[config.mk]
export PLATFORM = sky130hd
export DESIGN_NAME = drst_ctrl
export DESIGN_NICKNAME = d
export VERILOG_FILES = /design/src/rtl/drst_ctrl.v /design/src/rtl/drst_wait.v
export VERILOG_INCLUDE_DIRS = /design/src /design/src/rtl
export SDC_FILE = /design/constraint.sdc
export NUM_CORES = 1
export LEC_CHECK = 0
export BUFFER_PORTS_ARGS = -buffer_cell sky130_fd_sc_hd__buf_2
export CAP_MARGIN = 20
export CORE_ASPECT_RATIO = 0.7
export CORE_MARGIN = 3
export CORE_UTILIZATION = 50
export DETAILED_ROUTE_END_ITERATION = 7
export PLACE_DENSITY = 0.72
export SLEW_MARGIN = 20
export SYNTH_ARGS = -nofsm -noshare
export SYNTH_HDL_FRONTEND = slang
export SYNTH_HIERARCHICAL = 1
export SYNTH_SLANG_ARGS = --single-unit
[constraint.sdc]
create_clock -name sys_clk -period 3.1 [get_ports sys_clk]
set_clock_uncertainty 0.2 [all_clocks]
set_input_delay 0.155 -clock sys_clk [delete_from_list [all_inputs] [get_ports sys_clk]]
set_output_delay 0.155 -clock sys_clk [all_outputs]
set_load 0.02 [all_outputs]
[src/rtl/drst_map.vh]
`ifndef DRST_MAP_VH
`define DRST_MAP_VH
// Timing figures in ns, cycles derived at 40 MHz (25 ns)
`define DRST_CLK_NS 25
`define DRST_PWRUP_NS 500000
`define DRST_PWRUP_CYC ((`DRST_PWRUP_NS + `DRST_CLK_NS - 1) / `DRST_CLK_NS)
`define DRST_DUMMY_CYCLES 8
`define DRST_RCD_MIN_NS 25
`define DRST_RCD_MAX_NS 60
`define DRST_RCD_CYC ((`DRST_RCD_MIN_NS + `DRST_CLK_NS - 1) / `DRST_CLK_NS)
`define DRST_RP_NS 90
`define DRST_RP_CYC ((`DRST_RP_NS + `DRST_CLK_NS - 1) / `DRST_CLK_NS)
`define DRST_CSH_NS 120
`define DRST_CSH_CYC ((`DRST_CSH_NS + `DRST_CLK_NS - 1) / `DRST_CLK_NS)
`define DRST_RSH_NS 60
`define DRST_RSH_CYC ((`DRST_RSH_NS + `DRST_CLK_NS - 1) / `DRST_CLK_NS)
`define DRST_REF_RAS_NS 310
`define DRST_REF_RAS_CYC ((`DRST_REF_RAS_NS + `DRST_CLK_NS - 1) / `DRST_CLK_NS)
`define DRST_SELF_MIN_NS 8000
`define DRST_SELF_MIN_CYC ((`DRST_SELF_MIN_NS + `DRST_CLK_NS - 1) / `DRST_CLK_NS)
`define DRST_CNT_W 15
`endif

[src/rtl/drst_ctrl.v]
`timescale 1ns/1ps
`default_nettype none
`include "drst_map.vh"
// Notes on behaviour
// Device self-refreshes while row high, refresh low
// Device self-refresh step every 12-16 us
// Device covers all rows within 2 ms
// Self-refresh needs only refresh pin held low
// Refresh pin pulled up internally when open
// Data held while column strobe stays low
// Hidden refresh: column low, precharge, then refresh
// Row strobe high means standby
// Power-up pause then eight dummy cycles
// Column falls 25-60 ns after row
// Row precharge high at least 90 ns
// Column held until 120 ns after row fall
// Row low 60 ns after column fall
// Row and refresh pin never both active
// Automatic refresh uses internal counter
// Leave self-refresh, wait before next row cycle
module drst_ctrl #(
    parameter PWRUP_CYC = `DRST_PWRUP_CYC,
    parameter SELF_MIN_CYC = `DRST_SELF_MIN_CYC,
    parameter AW = 8
) (
    input wire sys_clk,
    input wire resetn,
    input wire req_valid,
    input wire req_write,
    input wire req_hidden,
    input wire [2*AW-1:0] req_addr,
    input wire req_wdata,
    output wire req_ready,
    input wire refresh_req,
    input wire self_req,
    output wire ready_n_init,
    output reg rd_valid,
    output reg rd_data,
    output reg self_active,
    output reg ras_n,
    output reg cas_n,
    output reg we_n,
    output reg ref_n,
    output reg [AW-1:0] addr,
    output reg din,
    input wire dout
);
    // ============================================================
    // State encoding
    localparam [3:0] S_PWR = 4'h0, S_IDLE = 4'h1, S_RAS = 4'h2,
        S_HOLD = 4'h4, S_PRE = 4'h5, S_AREF = 4'h6, S_SELF = 4'h7, S_SEXIT = 4'h8,
        S_DUMMY = 4'h9;
    localparam CW = `DRST_CNT_W;
    localparam [CW-1:0] RCD_LD = `DRST_RCD_CYC;
    localparam [CW-1:0] CSH_LD = `DRST_CSH_CYC;
    // Row rises the cycle after the count reaches zero, so one cycle less
    localparam [CW-1:0] HOLD_LD = `DRST_RSH_CYC - 1;
    localparam [CW-1:0] RP_LD = `DRST_RP_CYC;
    localparam [CW-1:0] REF_RAS_LD = `DRST_REF_RAS_CYC;

    reg [3:0] st_q;
    reg [3:0] dummy_q;
    reg init_q;
    reg keep_cas_q;
    reg hid_q;
    reg [AW-1:0] col_q;
    reg [31:0] pwr_q;
    reg pwr_done_q;
    reg dout_s1_q, dout_s2_q;
    reg ld;
    reg [CW-1:0] ld_val;
    wire tdone;

    drst_wait #(.W(CW)) u_wait (
        .sys_clk(sys_clk),
        .resetn(resetn),
        .load(ld),
        .value(ld_val),
        .done(tdone)
    );

    assign req_ready = (st_q == S_IDLE) && init_q && !refresh_req && !self_req;
    assign ready_n_init = !init_q;

    // ============================================================
    // Data pin is asynchronous to sys_clk
    always @(posedge sys_clk)
    begin
        if (!resetn)
        begin
            dout_s1_q <= 1'b0;
            dout_s2_q <= 1'b0;
        end
        else
        begin
            dout_s1_q <= dout;
            dout_s2_q <= dout_s1_q;
        end
    end

    always @*
    begin
        ld = 1'b0;
        ld_val = {CW{1'b0}};
        case (st_q)
            S_IDLE:
            begin
                if (!init_q)
                begin
                    ld = 1'b1;
                    ld_val = CSH_LD;
                end
                else if (req_valid && req_ready)
                begin
                    ld = 1'b1;
                    ld_val = RCD_LD;
                end
                else if (self_req && init_q)
                begin
                    ld = 1'b1;
                    ld_val = SELF_MIN_CYC[CW-1:0];
                end
                else if (refresh_req && init_q)
                begin
                    ld = 1'b1;
                    ld_val = CSH_LD;
                end
            end
            S_RAS:
            begin
                if (tdone)
                begin
                    ld = 1'b1;
                    ld_val = HOLD_LD;
                end
            end
            S_HOLD, S_AREF, S_DUMMY:
            begin
                if (tdone)
                begin
                    ld = 1'b1;
                    ld_val = RP_LD;
                end
            end
            S_SELF:
            begin
                if (tdone && !self_req)
                begin
                    ld = 1'b1;
                    ld_val = REF_RAS_LD;
                end
            end
            default:
            begin
                ld = 1'b0;
            end
        endcase
    end

    // ============================================================
    // Power-up pause
    always @(posedge sys_clk)
    begin
        if (!resetn)
        begin
            pwr_q <= 32'h0;
            pwr_done_q <= 1'b0;
        end
        else if (!pwr_done_q)
        begin
            pwr_q <= pwr_q + 32'h1;
            if (pwr_q >= PWRUP_CYC)
                pwr_done_q <= 1'b1;
        end
    end

    // ============================================================
    // Sequencer; row and refresh pin are mutually exclusive
    always @(posedge sys_clk)
    begin
        if (!resetn)
        begin
            st_q <= S_PWR;
            dummy_q <= 4'h0;
            init_q <= 1'b0;
            keep_cas_q <= 1'b0;
            hid_q <= 1'b0;
            col_q <= {AW{1'b0}};
            ras_n <= 1'b1;
            cas_n <= 1'b1;
            we_n <= 1'b1;
            ref_n <= 1'b1;
            addr <= {AW{1'b0}};
            din <= 1'b0;
            rd_valid <= 1'b0;
            rd_data <= 1'b0;
            self_active <= 1'b0;
        end
        else
        begin
            rd_valid <= 1'b0;
            case (st_q)
                S_PWR:
                begin
                    // Pause counted in a separate wide counter while the loader repeats the precharge count
                    if (dummy_q == 4'h0)
                        dummy_q <= 4'h1;
                    st_q <= S_DUMMY;
                end
                S_DUMMY:
                begin
                    if (tdone && pwr_done_q && ras_n && ref_n)
                        st_q <= S_PRE;
                end
                S_IDLE:
                begin
                    if (!init_q)
                    begin
                        ras_n <= 1'b0;
                        st_q <= S_AREF;
                    end
                    else if (req_valid && req_ready)
                    begin
                        // Release of a held column comes with the next row strobe fall, after precharge
                        keep_cas_q <= 1'b0;
                        cas_n <= 1'b1;
                        addr <= req_addr[2*AW-1:AW];
                        col_q <= req_addr[AW-1:0];
                        hid_q <= req_hidden && !req_write;
                        ras_n <= 1'b0;
                        we_n <= !req_write;
                        din <= req_wdata;
                        st_q <= S_RAS;
                    end
                    else if (self_req)
                    begin
                        ref_n <= 1'b0;
                        self_active <= 1'b1;
                        st_q <= S_SELF;
                    end
                    else if (refresh_req)
                    begin
                        ref_n <= 1'b0;
                        st_q <= S_AREF;
                    end
                end
                S_RAS:
                begin
                    // Column address one cycle ahead of the column strobe
                    addr <= col_q;
                    if (tdone)
                    begin
                        cas_n <= 1'b0;
                        keep_cas_q <= hid_q;
                        st_q <= S_HOLD;
                    end
                end
                S_HOLD:
                begin
                    if (tdone)
                    begin
                        ras_n <= 1'b1;
                        we_n <= 1'b1;
                        rd_valid <= we_n;
                        rd_data <= dout_s2_q;
                        // Column stays low for hidden refresh
                        if (!keep_cas_q)
                            cas_n <= 1'b1;
                        st_q <= S_PRE;
                    end
                end
                S_AREF:
                begin
                    if (tdone)
                    begin
                        ras_n <= 1'b1;
                        ref_n <= 1'b1;
                        if (!init_q)
                            dummy_q <= dummy_q + 4'h1;
                        st_q <= S_PRE;
                    end
                end
                S_SELF:
                begin
                    if (tdone && !self_req)
                    begin
                        ref_n <= 1'b1;
                        st_q <= S_SEXIT;
                    end
                end
                S_SEXIT:
                begin
                    if (tdone)
                    begin
                        self_active <= 1'b0;
                        st_q <= S_IDLE;
                    end
                end
                S_PRE:
                begin
                    if (tdone)
                    begin
                        if (!init_q && dummy_q > `DRST_DUMMY_CYCLES)
                            init_q <= 1'b1;
                        st_q <= S_IDLE;
                    end
                end
                default:
                begin
                    st_q <= S_IDLE;
                end
            endcase
        end
    end

endmodule // drst_ctrl
`default_nettype wire

[src/rtl/drst_wait.v]
`timescale 1ns/1ps
`default_nettype none
// Loadable down counter; done is high once the load value has elapsed
module drst_wait #(
    parameter W = 15
) (
    input wire sys_clk,
    input wire resetn,
    input wire load,
    input wire [W-1:0] value,
    output wire done
);
    reg [W-1:0] cnt_q;
    always @(posedge sys_clk)
    begin
        if (!resetn)
            cnt_q <= {W{1'b0}};
        else if (load)
            cnt_q <= value;
        else if (cnt_q != {W{1'b0}})
            cnt_q <= cnt_q - {{(W-1){1'b0}}, 1'b1};
    end
    // Done depends on the count alone so a loader that reacts to done forms no loop
    assign done = (cnt_q == {W{1'b0}});
endmodule // drst_wait
`default_nettype wire

==> results.py, run 1 <==
metrics = {
    "power": {
        "ir_worst_vdd_v": 0.000527,
        "finalPower_mw": 3.89,
        "p_per_area_nw_per_um2": 735,
        "leakagePower_nw": 1.91,
    },
    "logic_synthesis": {
        "ys.flop_type": "dfxtp_1",
        "ys_seq_elements": 85,
        "synth_top_family_by_area": "simple AND/OR/NAND/NOR gates",
        "synth_cells": 532,
        "ys_warn_count": 6,
        "synth_xor_area_frac": 0.0442,
        "synthAdderAreaFrac": 0.0144,
        "syn_avg_cell_area_um2": 8.19,
        "syn-cell-area_um2": 4360,
        "synth_cell_types": 63,
        "synth-seq-area-share": 0.391,
        "yosys.area_share.simple": 0.319,
        "synthMuxAreaShare": 0.0138,
        "synthArstFlopShare": 0,
        "synth_compound_area_frac": 0.164,
        "synth-edff-count": 0,
    },
    "clock_network": {
        "htree_levels": 3,
        "clockBufferDepth": 2,
        "root_buffer": "clkbuf_16",
        "cts_buffers": 9,
        "clk_latency_ps": 340,
        "cts.sinks": 85,
        "clk_pin_slew_ps": 60,
        "cts_tree": "yes",
    },
    "worst_setup_path": {
        "rr_worst_depth": 9,
        "cp.depth": 9,
        "slowest_stage": "or4b_1",
        "cp_data_required_time_ps": 3180,
        "critPathKind": "register to register",
        "r2r_slack_ps": 290,
        "cp_num_buf_inv": 2,
        "cpPeakStageDelay_ps": 530,
        "cp-start-kind": "register",
        "worst_ep_arrival_time_ps": 2880,
        "crit_path_end_kind": "register",
        "path_cells": "inv_1 > ha_1 > or4b_4 > nor4_4 > buf_4 > nand3_2 > a21boi_0 > or4b_1 > a21oi_1",
        "cpLargestDelayFamily": "simple AND/OR/NAND/NOR gates",
        "path_max_fanout": 5,
    },
    "grt": {
        "grt_pass1_vias": 3727,
        "grt_usage": 0.218,
        "grt_overflow": 0,
        "antenna_found_initial": 0,
        "grt_pass1_wl_um": 18000,
        "grt_start_max_net_pins": 26,
    },
    "worst_hold_path": {
        "hold_path.class": "input port to register",
        "whs_path_depth": 4,
    },
    "floorplanning": {
        "row_count": 27,
        "ios": 43,
        "fp.coreArea_um2": 8180,
        "dieArea_um2": 9890,
        "start_util": 0.533,
        "die_h_um": 84.1,
        "fp.dieW_um": 118,
    },
    "drt": {
        "first_pass_iters": 5,
        "route.vias.total": 4125,
        "routed_via_density": 5.75,
        "wire_per_inst_um": 14.7,
        "antenna_left": 0,
        "drc": 0,
        "drtIter0Drc": 285,
        "routed_wirelength_um": 10500,
    },
    "timing": {
        "finalSetupViolations": 0,
        "hold_violations": 0,
        "post-route-min-period_ps": 2810,
        "min_period_over_period": 0.906,
        "rsz0062_at_grt": "false",
        "fin_hold_ws_ps": 63.4,
        "slew_viol_final": 0,
        "relSlewSlack": 0.453,
        "worstMarginPinSlew_ps": 819,
        "clock.fmax_ghz": 0.356,
    },
    "layout": {
        "n_fill_cell": 681,
        "nets": 626,
        "layout-drive-gt1-share": 0.151,
        "syn_to_final_growth_pct": 21.4,
        "diodes": 0,
    },
    "outcome": {
        "status": "finished, final reports clean",
    },
    "run": {
        "drv_cap": 0,
    },
    "placement": {
        "detailed_place_hpwl_um": 6770,
        "placement.io_buffers": 42,
        "place.gp.congestion": 0.819,
    },
}
## registers in the layout, summed over array words and instances, names as in the netlist, 4 cells and up
signal / flops
pwr_q: 32
u_wait/cnt_q: 15
addr: 8
col_q: 8
dummy_q: 4
st_q: 4
## path summary, 6_finish.rpt
| path | from | to |
|---|---|---|
| worst max-delay path | u_wait/cnt_q[0] | dummy_q[1] |
| worst min-delay path | refresh_req | ref_n |
| worst max register to register | u_wait/cnt_q[0] | dummy_q[1] |
| worst min register to register | dout_s1_q | dout_s2_q |
## cells by family after synthesis
logic type | after synthesis
xor gates and xnor gates | 22
muxes | 6
DFF | 85
other | 1
and+or+nand+nor | 248
adders and majority gates | 5
buffers and inverters | 52
AOI/OAI and AO/OA | 113
## synthesized netlist by cell type, types with 6 or more instances
master | instances | share of area
nor4_1 | 14 | 0.020
o31ai_1 | 18 | 0.031
nand3_1 | 20 | 0.023
and2_1 | 6 | 0.0086
clkbuf_1 | 21 | 0.018
or4_1 | 18 | 0.031
nor2_1 | 41 | 0.035
a21oi_1 | 40 | 0.046
nand2_1 | 72 | 0.062
o21ai_0 | 22 | 0.025
xnor2_1 | 15 | 0.030
inv_1 | 19 | 0.016
mux2i_1 | 6 | 0.014
xor2_1 | 7 | 0.014
or3_1 | 8 | 0.011
nor3_1 | 11 | 0.013
a311oi_1 | 8 | 0.016
dfxtp_1 | 85 | 0.39
nand4_1 | 10 | 0.014
## worst register-to-register path, stage by stage (launching register included)
cell      delay [ps]
dfxtp_1          340
inv_1            100
ha_1             210
or4b_4           500
nor4_4           230
buf_4            180
nand3_2          130
a21boi_0         210
or4b_1           530
a21oi_1          120
## routing by layer
layer | GRT usage | routed length, um
met5 | 0 | 0
met4 | 0.0734 | 167
met3 | 0.0583 | 582
met2 | 0.332 | 4740
met1 | 0.301 | 5050
## metrics by stage
stage / instance area [um2] / cells / util / TNS [ps] / setup slack (ps)
detailed placement: 4670 / 677 / 0.571 / -24.2 / -22.4
global route: 5290 / 717 / 0.647 / 0 / 123
floorplan: 4390 / 540 / - / 0 / 106
finish: 5290 / 717 / 0.647 / 0 / 291
global placement: 4670 / 677 / 0.571 / 0 / 116
CTS: 5220 / 715 / 0.639 / 0 / 19.7
## power breakdown
group | total (mW) | internal [mW] | switching [mW]
registers | 1.41 | 1.22 | 0.191
logic | 1.31 | 0.583 | 0.727
clock network | 1.16 | 0.726 | 0.439
## layout make-up
cell class / instances / area, um2 / share of cell area
Inverter: 19 / 71.3 / 0.0135
Tap cell: 116 / 145 / 0.0274
Timing Repair Buffer: 78 / 536 / 0.101
Clock inverter: 6 / 86.3 / 0.0163
Sequential cell: 85 / 1700 / 0.322
Clock buffer: 10 / 239 / 0.0452
Multi-Input combinational cell: 403 / 2510 / 0.475
## cell usage in the layout (no fill, tap or decap), types with 4 or more instances in the layout
cell type	count
xor2_1	7
nor2b_1	5
buf_2	42
o21ai_0	21
buf_4	14
o31ai_1	18
or4_1	18
a21oi_1	40
and2_1	6
nand2_1	72
dlygate4sd3_1	22
mux2i_1	6
nor2_1	41
nand4_1	10
nor4_1	13
ha_1	5
inv_1	19
clkbuf_16	9
a311oi_1	8
and4_1	5
dfxtp_1	85
nor3_1	10
or3_1	8
xnor2_1	15
nand3_1	18
nand3b_1	4
conb_1	9
nor3b_1	5
and3_1	5
## timing repair
item	CTS	global route
setup endpoints to repair	2	14
resized for setup	1	8
hold endpoints to repair	21	0
buffers inserted	0	2
pin swaps	0	0
hold buffers	22	0
No activity file was read; power rests on OpenSTA's default activity.
==> run 2, diff against run 1 <==
--- a/config.mk
+++ b/config.mk
@@ -6,13 +6,14 @@
 export SDC_FILE = /design/constraint.sdc
 export NUM_CORES = 1
 export LEC_CHECK = 0
+export ABC_AREA = 1
 export BUFFER_PORTS_ARGS = -buffer_cell sky130_fd_sc_hd__buf_2
 export CAP_MARGIN = 20
 export CORE_ASPECT_RATIO = 0.7
 export CORE_MARGIN = 3
-export CORE_UTILIZATION = 50
+export CORE_UTILIZATION = 54
 export DETAILED_ROUTE_END_ITERATION = 7
-export PLACE_DENSITY = 0.72
+export PLACE_DENSITY = 0.76
 export SLEW_MARGIN = 20
 export SYNTH_ARGS = -nofsm -noshare
 export SYNTH_HDL_FRONTEND = slang
==> run 2 against run 1 <==
Combinational power up 49%. Flip-flop and latch count unchanged. Count of clock-buffer cells in the layout unchanged. Critical path depth up 5. Maximum frequency up 1.2%. Final area up 6.8%. Synthesized cell count up 39%. Non-clock buffer count down 13. Core utilization up 1.4 points. Synthesized area up 10%. Highest routed layer unchanged.
==> results.py, run 2 <==
metrics = {
    "clock_network": {
        "ctsResizeCount": 0,
        "hold_buffers": 19,
        "cts.sinks": 85,
        "cts_buffers": 9,
        "clockBufferDepth": 2,
        "post-cts-setup-buffers": 0,
        "root_buffer": "clkbuf_16",
        "clk_latency_ps": 340,
        "clk_pin_slew_ps": 60,
        "cts_tree": "yes",
        "htree_levels": 3,
    },
    "grt": {
        "grt_pass1_vias": 4556,
        "grt_start_max_net_pins": 34,
        "grt_usage": 0.252,
        "antenna_found_initial": 0,
        "grt_overflow": 0,
        "grt_pass1_wl_um": 20900,
    },
    "drt": {
        "antenna_left": 0,
        "first_pass_iters": 5,
        "drc": 0,
        "wire_per_inst_um": 13.1,
        "route.vias.total": 4910,
        "routed_via_density": 5.26,
        "drtIter0Drc": 401,
        "routed_wirelength_um": 12200,
    },
    "logic_synthesis": {
        "synthArstFlopShare": 0,
        "ys_seq_elements": 85,
        "synth-edff-count": 0,
        "synth_top_cell_by_area": "dfxtp_1",
        "synth.most_common_cell": "nand2_1",
        "synth-seq-area-share": 0.354,
        "ys_top_cells_by_area": "dfxtp_1 (35%), nand2_1 (14%), nor2_1 (9.4%)",
        "synth_cells": 739,
        "synth_cell_types": 39,
        "syn-cell-area_um2": 4800,
        "ys_warn_count": 6,
        "netlist.area_leader.share": 0.354,
        "ys.flop_type": "dfxtp_1",
        "syn_avg_cell_area_um2": 6.50,
        "synthTopCellsByCount": "nand2_1 (184), nor2_1 (120), dfxtp_1 (85), inv_1 (80), a21oi_1 (49)",
    },
    "floorplanning": {
        "row_count": 28,
        "start_util": 0.562,
        "fp.coreArea_um2": 8550,
        "dieArea_um2": 10100,
        "ios": 43,
        "fp.dieW_um": 119,
        "die_h_um": 84.9,
    },
    "timing": {
        "finalSetupViolations": 0,
        "slew_viol_final": 0,
        "clock.fmax_ghz": 0.360,
        "fin_hold_ws_ps": 1.90,
        "rsz0062_at_grt": "false",
        "min_period_over_period": 0.895,
        "post-route-min-period_ps": 2770,
        "hold_violations": 0,
        "setup_tns_ps": 0,
    },
    "worst_setup_path": {
        "cp-start-kind": "register",
        "cp_data_required_time_ps": 3110,
        "path_max_fanout": 9,
        "crit_path_end_kind": "register",
        "critPathKind": "register to register",
        "worst_ep_arrival_time_ps": 2780,
    },
    "layout": {
        "fin_cells": 933,
        "layout_common_cells": "nand2_1 (184), nor2_1 (120), dfxtp_1 (85)",
        "n_fill_cell": 775,
        "largest_reg_flops": 32,
        "syn_to_final_growth_pct": 17.6,
        "layout_commonest_cell": "nand2_1",
        "layout-drive-gt1-share": 0.144,
        "fin_util": 0.661,
        "top_register": "pwr_q",
        "largestRegisters": "pwr_q x32, u_wait/cnt_q x15",
        "diodes": 0,
        "nets": 839,
    },
    "power": {
        "p_per_area_nw_per_um2": 811,
        "ir_worst_vdd_v": 0.000398,
        "leakagePower_nw": 2.45,
    },
    "placement": {
        "placed_cells_incl_taps": 899,
        "detailed_place_hpwl_um": 9030,
        "place.gp.congestion": 0.927,
        "placement.io_buffers": 42,
    },
    "worst_hold_path": {
        "hold_path.class": "input port to register",
    },
    "outcome": {
        "status": "finished, final reports clean",
    },
    "run": {
        "drv_cap": 0,
    },
}
## run 2: cell count changes in the layout (fill, tap and decap cells not counted), moves of 9 or more
cell / previous run / this run
nand3_1: 18 / 40
o31ai_1: 18 / 0
o21ai_0: 21 / 45
nor2_2: 0 / 16
a21oi_1: 40 / 49
nand2_1: 72 / 184
xnor2_1: 15 / 3
nor4_1: 13 / 4
buf_4: 14 / 4
inv_1: 19 / 80
nor2_1: 41 / 120
or4_1: 18 / 0
## run 2: power by group
group / leakage [nW] / switching, mW / internal [mW] / total [mW]
clock: 0.155 / 0.430 / 0.726 / 1.16
combinational: 1.60 / 1.29 / 0.656 / 1.95
sequential: 0.692 / 0.180 / 1.30 / 1.48
total: 2.45 / 1.90 / 2.68 / 4.58
## run 2: logic make-up after synthesis
logic type | count (synthesis) | synth area share
AO/OA/AOI/OAI | 115 | 0.127
XOR/XNOR | 10 | 0.0182
other | 1 | 0.000781
AND/OR/NAND/NOR | 419 | 0.397
adder cells (fa/ha/maj) | 5 | 0.0130
flip-flops | 85 | 0.354
buffers and inverters | 104 | 0.0901
## run 2: critical path: stages, from the launching register on
cell and delay [ps]:
dfxtp_1 330, inv_1 110, ha_1 230, nand2_2 120, nor2_8 170, nand3_2 90, inv_1 180, nand2_1 100
nor3_1 360, nor2_1 100, nand2_1 90, inv_1 130, or2_2 310, nand3_1 90, nor2_1 40
## run 2: final timing paths
| check | start | endpoint | slack [ps] | cells past startpoint |
|---|---|---|---|---|
| max reg2reg | u_wait/cnt_q[0] | u_wait/cnt_q[9] | 330 | 14 |
| min reg2reg | dout_s1_q | dout_s2_q | 230 | 2 |
| min | req_addr[8] | addr[0] | 2 | 5 |
| max | u_wait/cnt_q[0] | u_wait/cnt_q[9] | 330 | 14 |
## run 2: per-stage QoR
stage	setup WS (ps)	area (um2)	power, mW
final	325	5650	4.58
after floorplan	690	4830	2.95
after CTS	376	5650	4.57
after global routing	86.6	5650	4.92
after detailed placement	390	5130	3.40
after global placement	549	5130	3.33
## run 2: final cells by class
type | count | area (um2) | area share
Multi-Input combinational cell | 558 | 2700 | 0.478
Sequential cell | 85 | 1700 | 0.301
Timing Repair Buffer | 65 | 430 | 0.0762
Inverter | 90 | 343 | 0.0607
Clock buffer | 10 | 239 | 0.0423
Tap cell | 120 | 150 | 0.0266
Clock inverter | 5 | 85.1 | 0.0151
## run 2: metal layers
| layer | up-vias | routed length, um | track usage | share of wire |
|---|---|---|---|---|
| met5 | - | 0 | 0 | 0 |
| met4 | 0 | 99 | 0.0641 | 0.0081 |
| met2 | 172 | 5450 | 0.410 | 0.45 |
| met1 | 2228 | 5870 | 0.336 | 0.48 |
| li1 | 2498 | - | - | - |
| met3 | 12 | 800 | 0.0660 | 0.065 |
==> run 3, diff against run 2 <==
--- a/config.mk
+++ b/config.mk
@@ -13,7 +13,7 @@
 export CORE_MARGIN = 3
 export CORE_UTILIZATION = 54
 export DETAILED_ROUTE_END_ITERATION = 7
-export PLACE_DENSITY = 0.76
+export PLACE_DENSITY = 0.86
 export SLEW_MARGIN = 20
 export SYNTH_ARGS = -nofsm -noshare
 export SYNTH_HDL_FRONTEND = slang
==> constraint.sdc (replaced) <==
create_clock -name sys_clk -period 3.1 [get_ports sys_clk]
set_clock_uncertainty 0.2 [all_clocks]
set_input_delay 0.31 -clock sys_clk [delete_from_list [all_inputs] [get_ports sys_clk]]
set_output_delay 0.31 -clock sys_clk [all_outputs]
set_load 0.02 [all_outputs]
==> run 3 against run 2 <==
Final area is 3.6% lower. Via count down 0.26%. Critical path depth unchanged. Sequential share of layout area increased by 1.1 points. Die area did not move. Register-to-register slack got worse by 50 ps. Clock power fell by 5%.
==> results.py, run 3 (synthesis results as in run 2) <==
metrics = {
    "outcome": {
        "status": "finished, final reports clean",
    },
    "power": {
        "seqPwrFrac": 0.329,
        "leakagePower_nw": 2.37,
        "p_per_area_nw_per_um2": 828,
        "ir_worst_vdd_v": 0.000397,
        "combPwrFrac": 0.428,
        "internal_power_mw": 2.58,
        "finalPower_mw": 4.51,
        "power.switching_mw": 1.93,
        "switching_share": 0.427,
        "clkPwrFrac": 0.243,
    },
    "layout": {
        "largestRegisters": "pwr_q x32, u_wait/cnt_q x15",
        "diodes": 0,
        "layout-drive-gt1-share": 0.147,
        "design_area_um2": 5450,
        "layout_commonest_cell": "nand2_1",
        "layout_common_cells": "nand2_1 (184), nor2_1 (120), dfxtp_1 (85)",
        "syn_to_final_growth_pct": 13.4,
        "largest_reg_flops": 32,
        "top_register": "pwr_q",
        "nets": 821,
        "fin_cells": 916,
    },
    "worst_setup_path": {
        "cpLargestDelayFamily": "simple AND/OR/NAND/NOR gates",
        "cp_num_buf_inv": 3,
        "worst_ep_arrival_time_ps": 2840,
        "path_max_fanout": 9,
        "cp-start-kind": "register",
        "cpMostUsedCell": "inv_1",
        "cp_data_required_time_ps": 3120,
        "cpPeakStageDelay_ps": 370,
        "path_cells": "inv_1 > ha_1 > nand2_2 > nor2_8 > nand3_2 > inv_1 > nand2_1 > nor3_1 > nor2_1 > nand2_1 > inv_1 > or2_2 > nand3_1 > nor2_1",
        "slowest_stage": "nor3_1",
        "r2r_slack_ps": 270,
        "crit_path_end_kind": "register",
        "critPathKind": "register to register",
    },
    "clock_network": {
        "clk_pin_slew_ps": 60,
        "clockBufferDepth": 2,
        "root_buffer": "clkbuf_16",
        "cts_tree": "yes",
        "clk_latency_ps": 340,
        "cts_buffers": 9,
        "cts.sinks": 85,
        "ctsResizeCount": 0,
        "htree_levels": 3,
    },
    "placement": {
        "detailed_place_hpwl_um": 8950,
        "place.gp.congestion": 0.945,
        "placed_cell_area_um2": 5130,
        "place_ws_ps": 358,
        "placement.io_buffers": 42,
        "placed_cells_incl_taps": 899,
    },
    "drt": {
        "wire_per_inst_um": 13.4,
        "drtIter0Drc": 462,
        "routed_via_density": 5.35,
        "route.vias.total": 4897,
        "drc": 0,
        "first_pass_iters": 8,
        "routed_wirelength_um": 12200,
        "antenna_left": 0,
    },
    "floorplanning": {
        "die_h_um": 84.9,
        "fp.dieW_um": 119,
        "dieArea_um2": 10100,
        "row_count": 28,
        "fp.coreArea_um2": 8550,
        "start_util": 0.562,
        "ios": 43,
    },
    "grt": {
        "antenna_found_initial": 0,
        "grt_start_max_net_pins": 29,
        "grt_overflow": 0,
        "grt_pass1_vias": 4580,
        "grt_pass1_wl_um": 21100,
        "grt_usage": 0.253,
    },
    "timing": {
        "min_period_over_period": 0.912,
        "fin_ws_ps": 274,
        "hold_violations": 0,
        "clock.fmax_ghz": 0.354,
        "rsz0062_at_grt": "false",
        "post-route-min-period_ps": 2830,
        "setup_tns_ps": 0,
        "slew_viol_final": 0,
        "finalSetupViolations": 0,
    },
    "worst_hold_path": {
        "hold_path.class": "input port to register",
    },
    "run": {
        "drv_cap": 0,
    },
}
[run 3: stage by stage]
stage                     hold slack, ps  utilization
final                               31.1        0.637
after global routing                37.6        0.637
after CTS                           27.4        0.637
after detailed placement             204        0.601
after global placement               199        0.601
after floorplan                      190            -
[run 3: cell type report]
cell class | instances | area, um2
multi-input cells | 558 | 2700
flip-flops and latches | 85 | 1700
clock buffers | 11 | 243
fillers | 796 | 3100
well taps | 120 | 150
clock inverters | 5 | 60.1
inverters | 90 | 343
repair buffers | 47 | 250
[run 3: worst paths after layout]
kind | startpoint | end | cells past startpoint
setup / recovery | u_wait/cnt_q[0] | u_wait/cnt_q[9] | 14
hold / removal | req_wdata | din | 3
setup reg to reg | u_wait/cnt_q[0] | u_wait/cnt_q[9] | 14
hold reg to reg | dout_s1_q | dout_s2_q | 2
[run 3: worst min-delay path, cell delays in order]
cell	delay, ps
buf_2	90
nand3_1	70
a21oi_1	60
[run 3: what timing repair did]
action	in CTS	in global routing
buffers inserted	0	0
hold buffers	1	0
endpoints found under the hold margin	1	0
[run 3: layer usage]
layer / share of wire / vias to the layer above / global-route usage
met1: 0.46 / 2245 / 0.333
met2: 0.46 / 173 / 0.418
met5: 0 / - / 0
met3: 0.071 / 20 / 0.0700
li1: - / 2459 / -
met4: 0.011 / 0 / 0.0589
[run 3: power groups by stage]
stage	sequential [mW]	combinational [mW]	clock (mW)
after global routing	1.51	2.18	1.16
after floorplan	1.55	1.39	0
after global placement	1.49	1.83	0
final	1.48	1.93	1.10
after detailed placement	1.50	1.87	0
after CTS	1.48	1.91	1.11
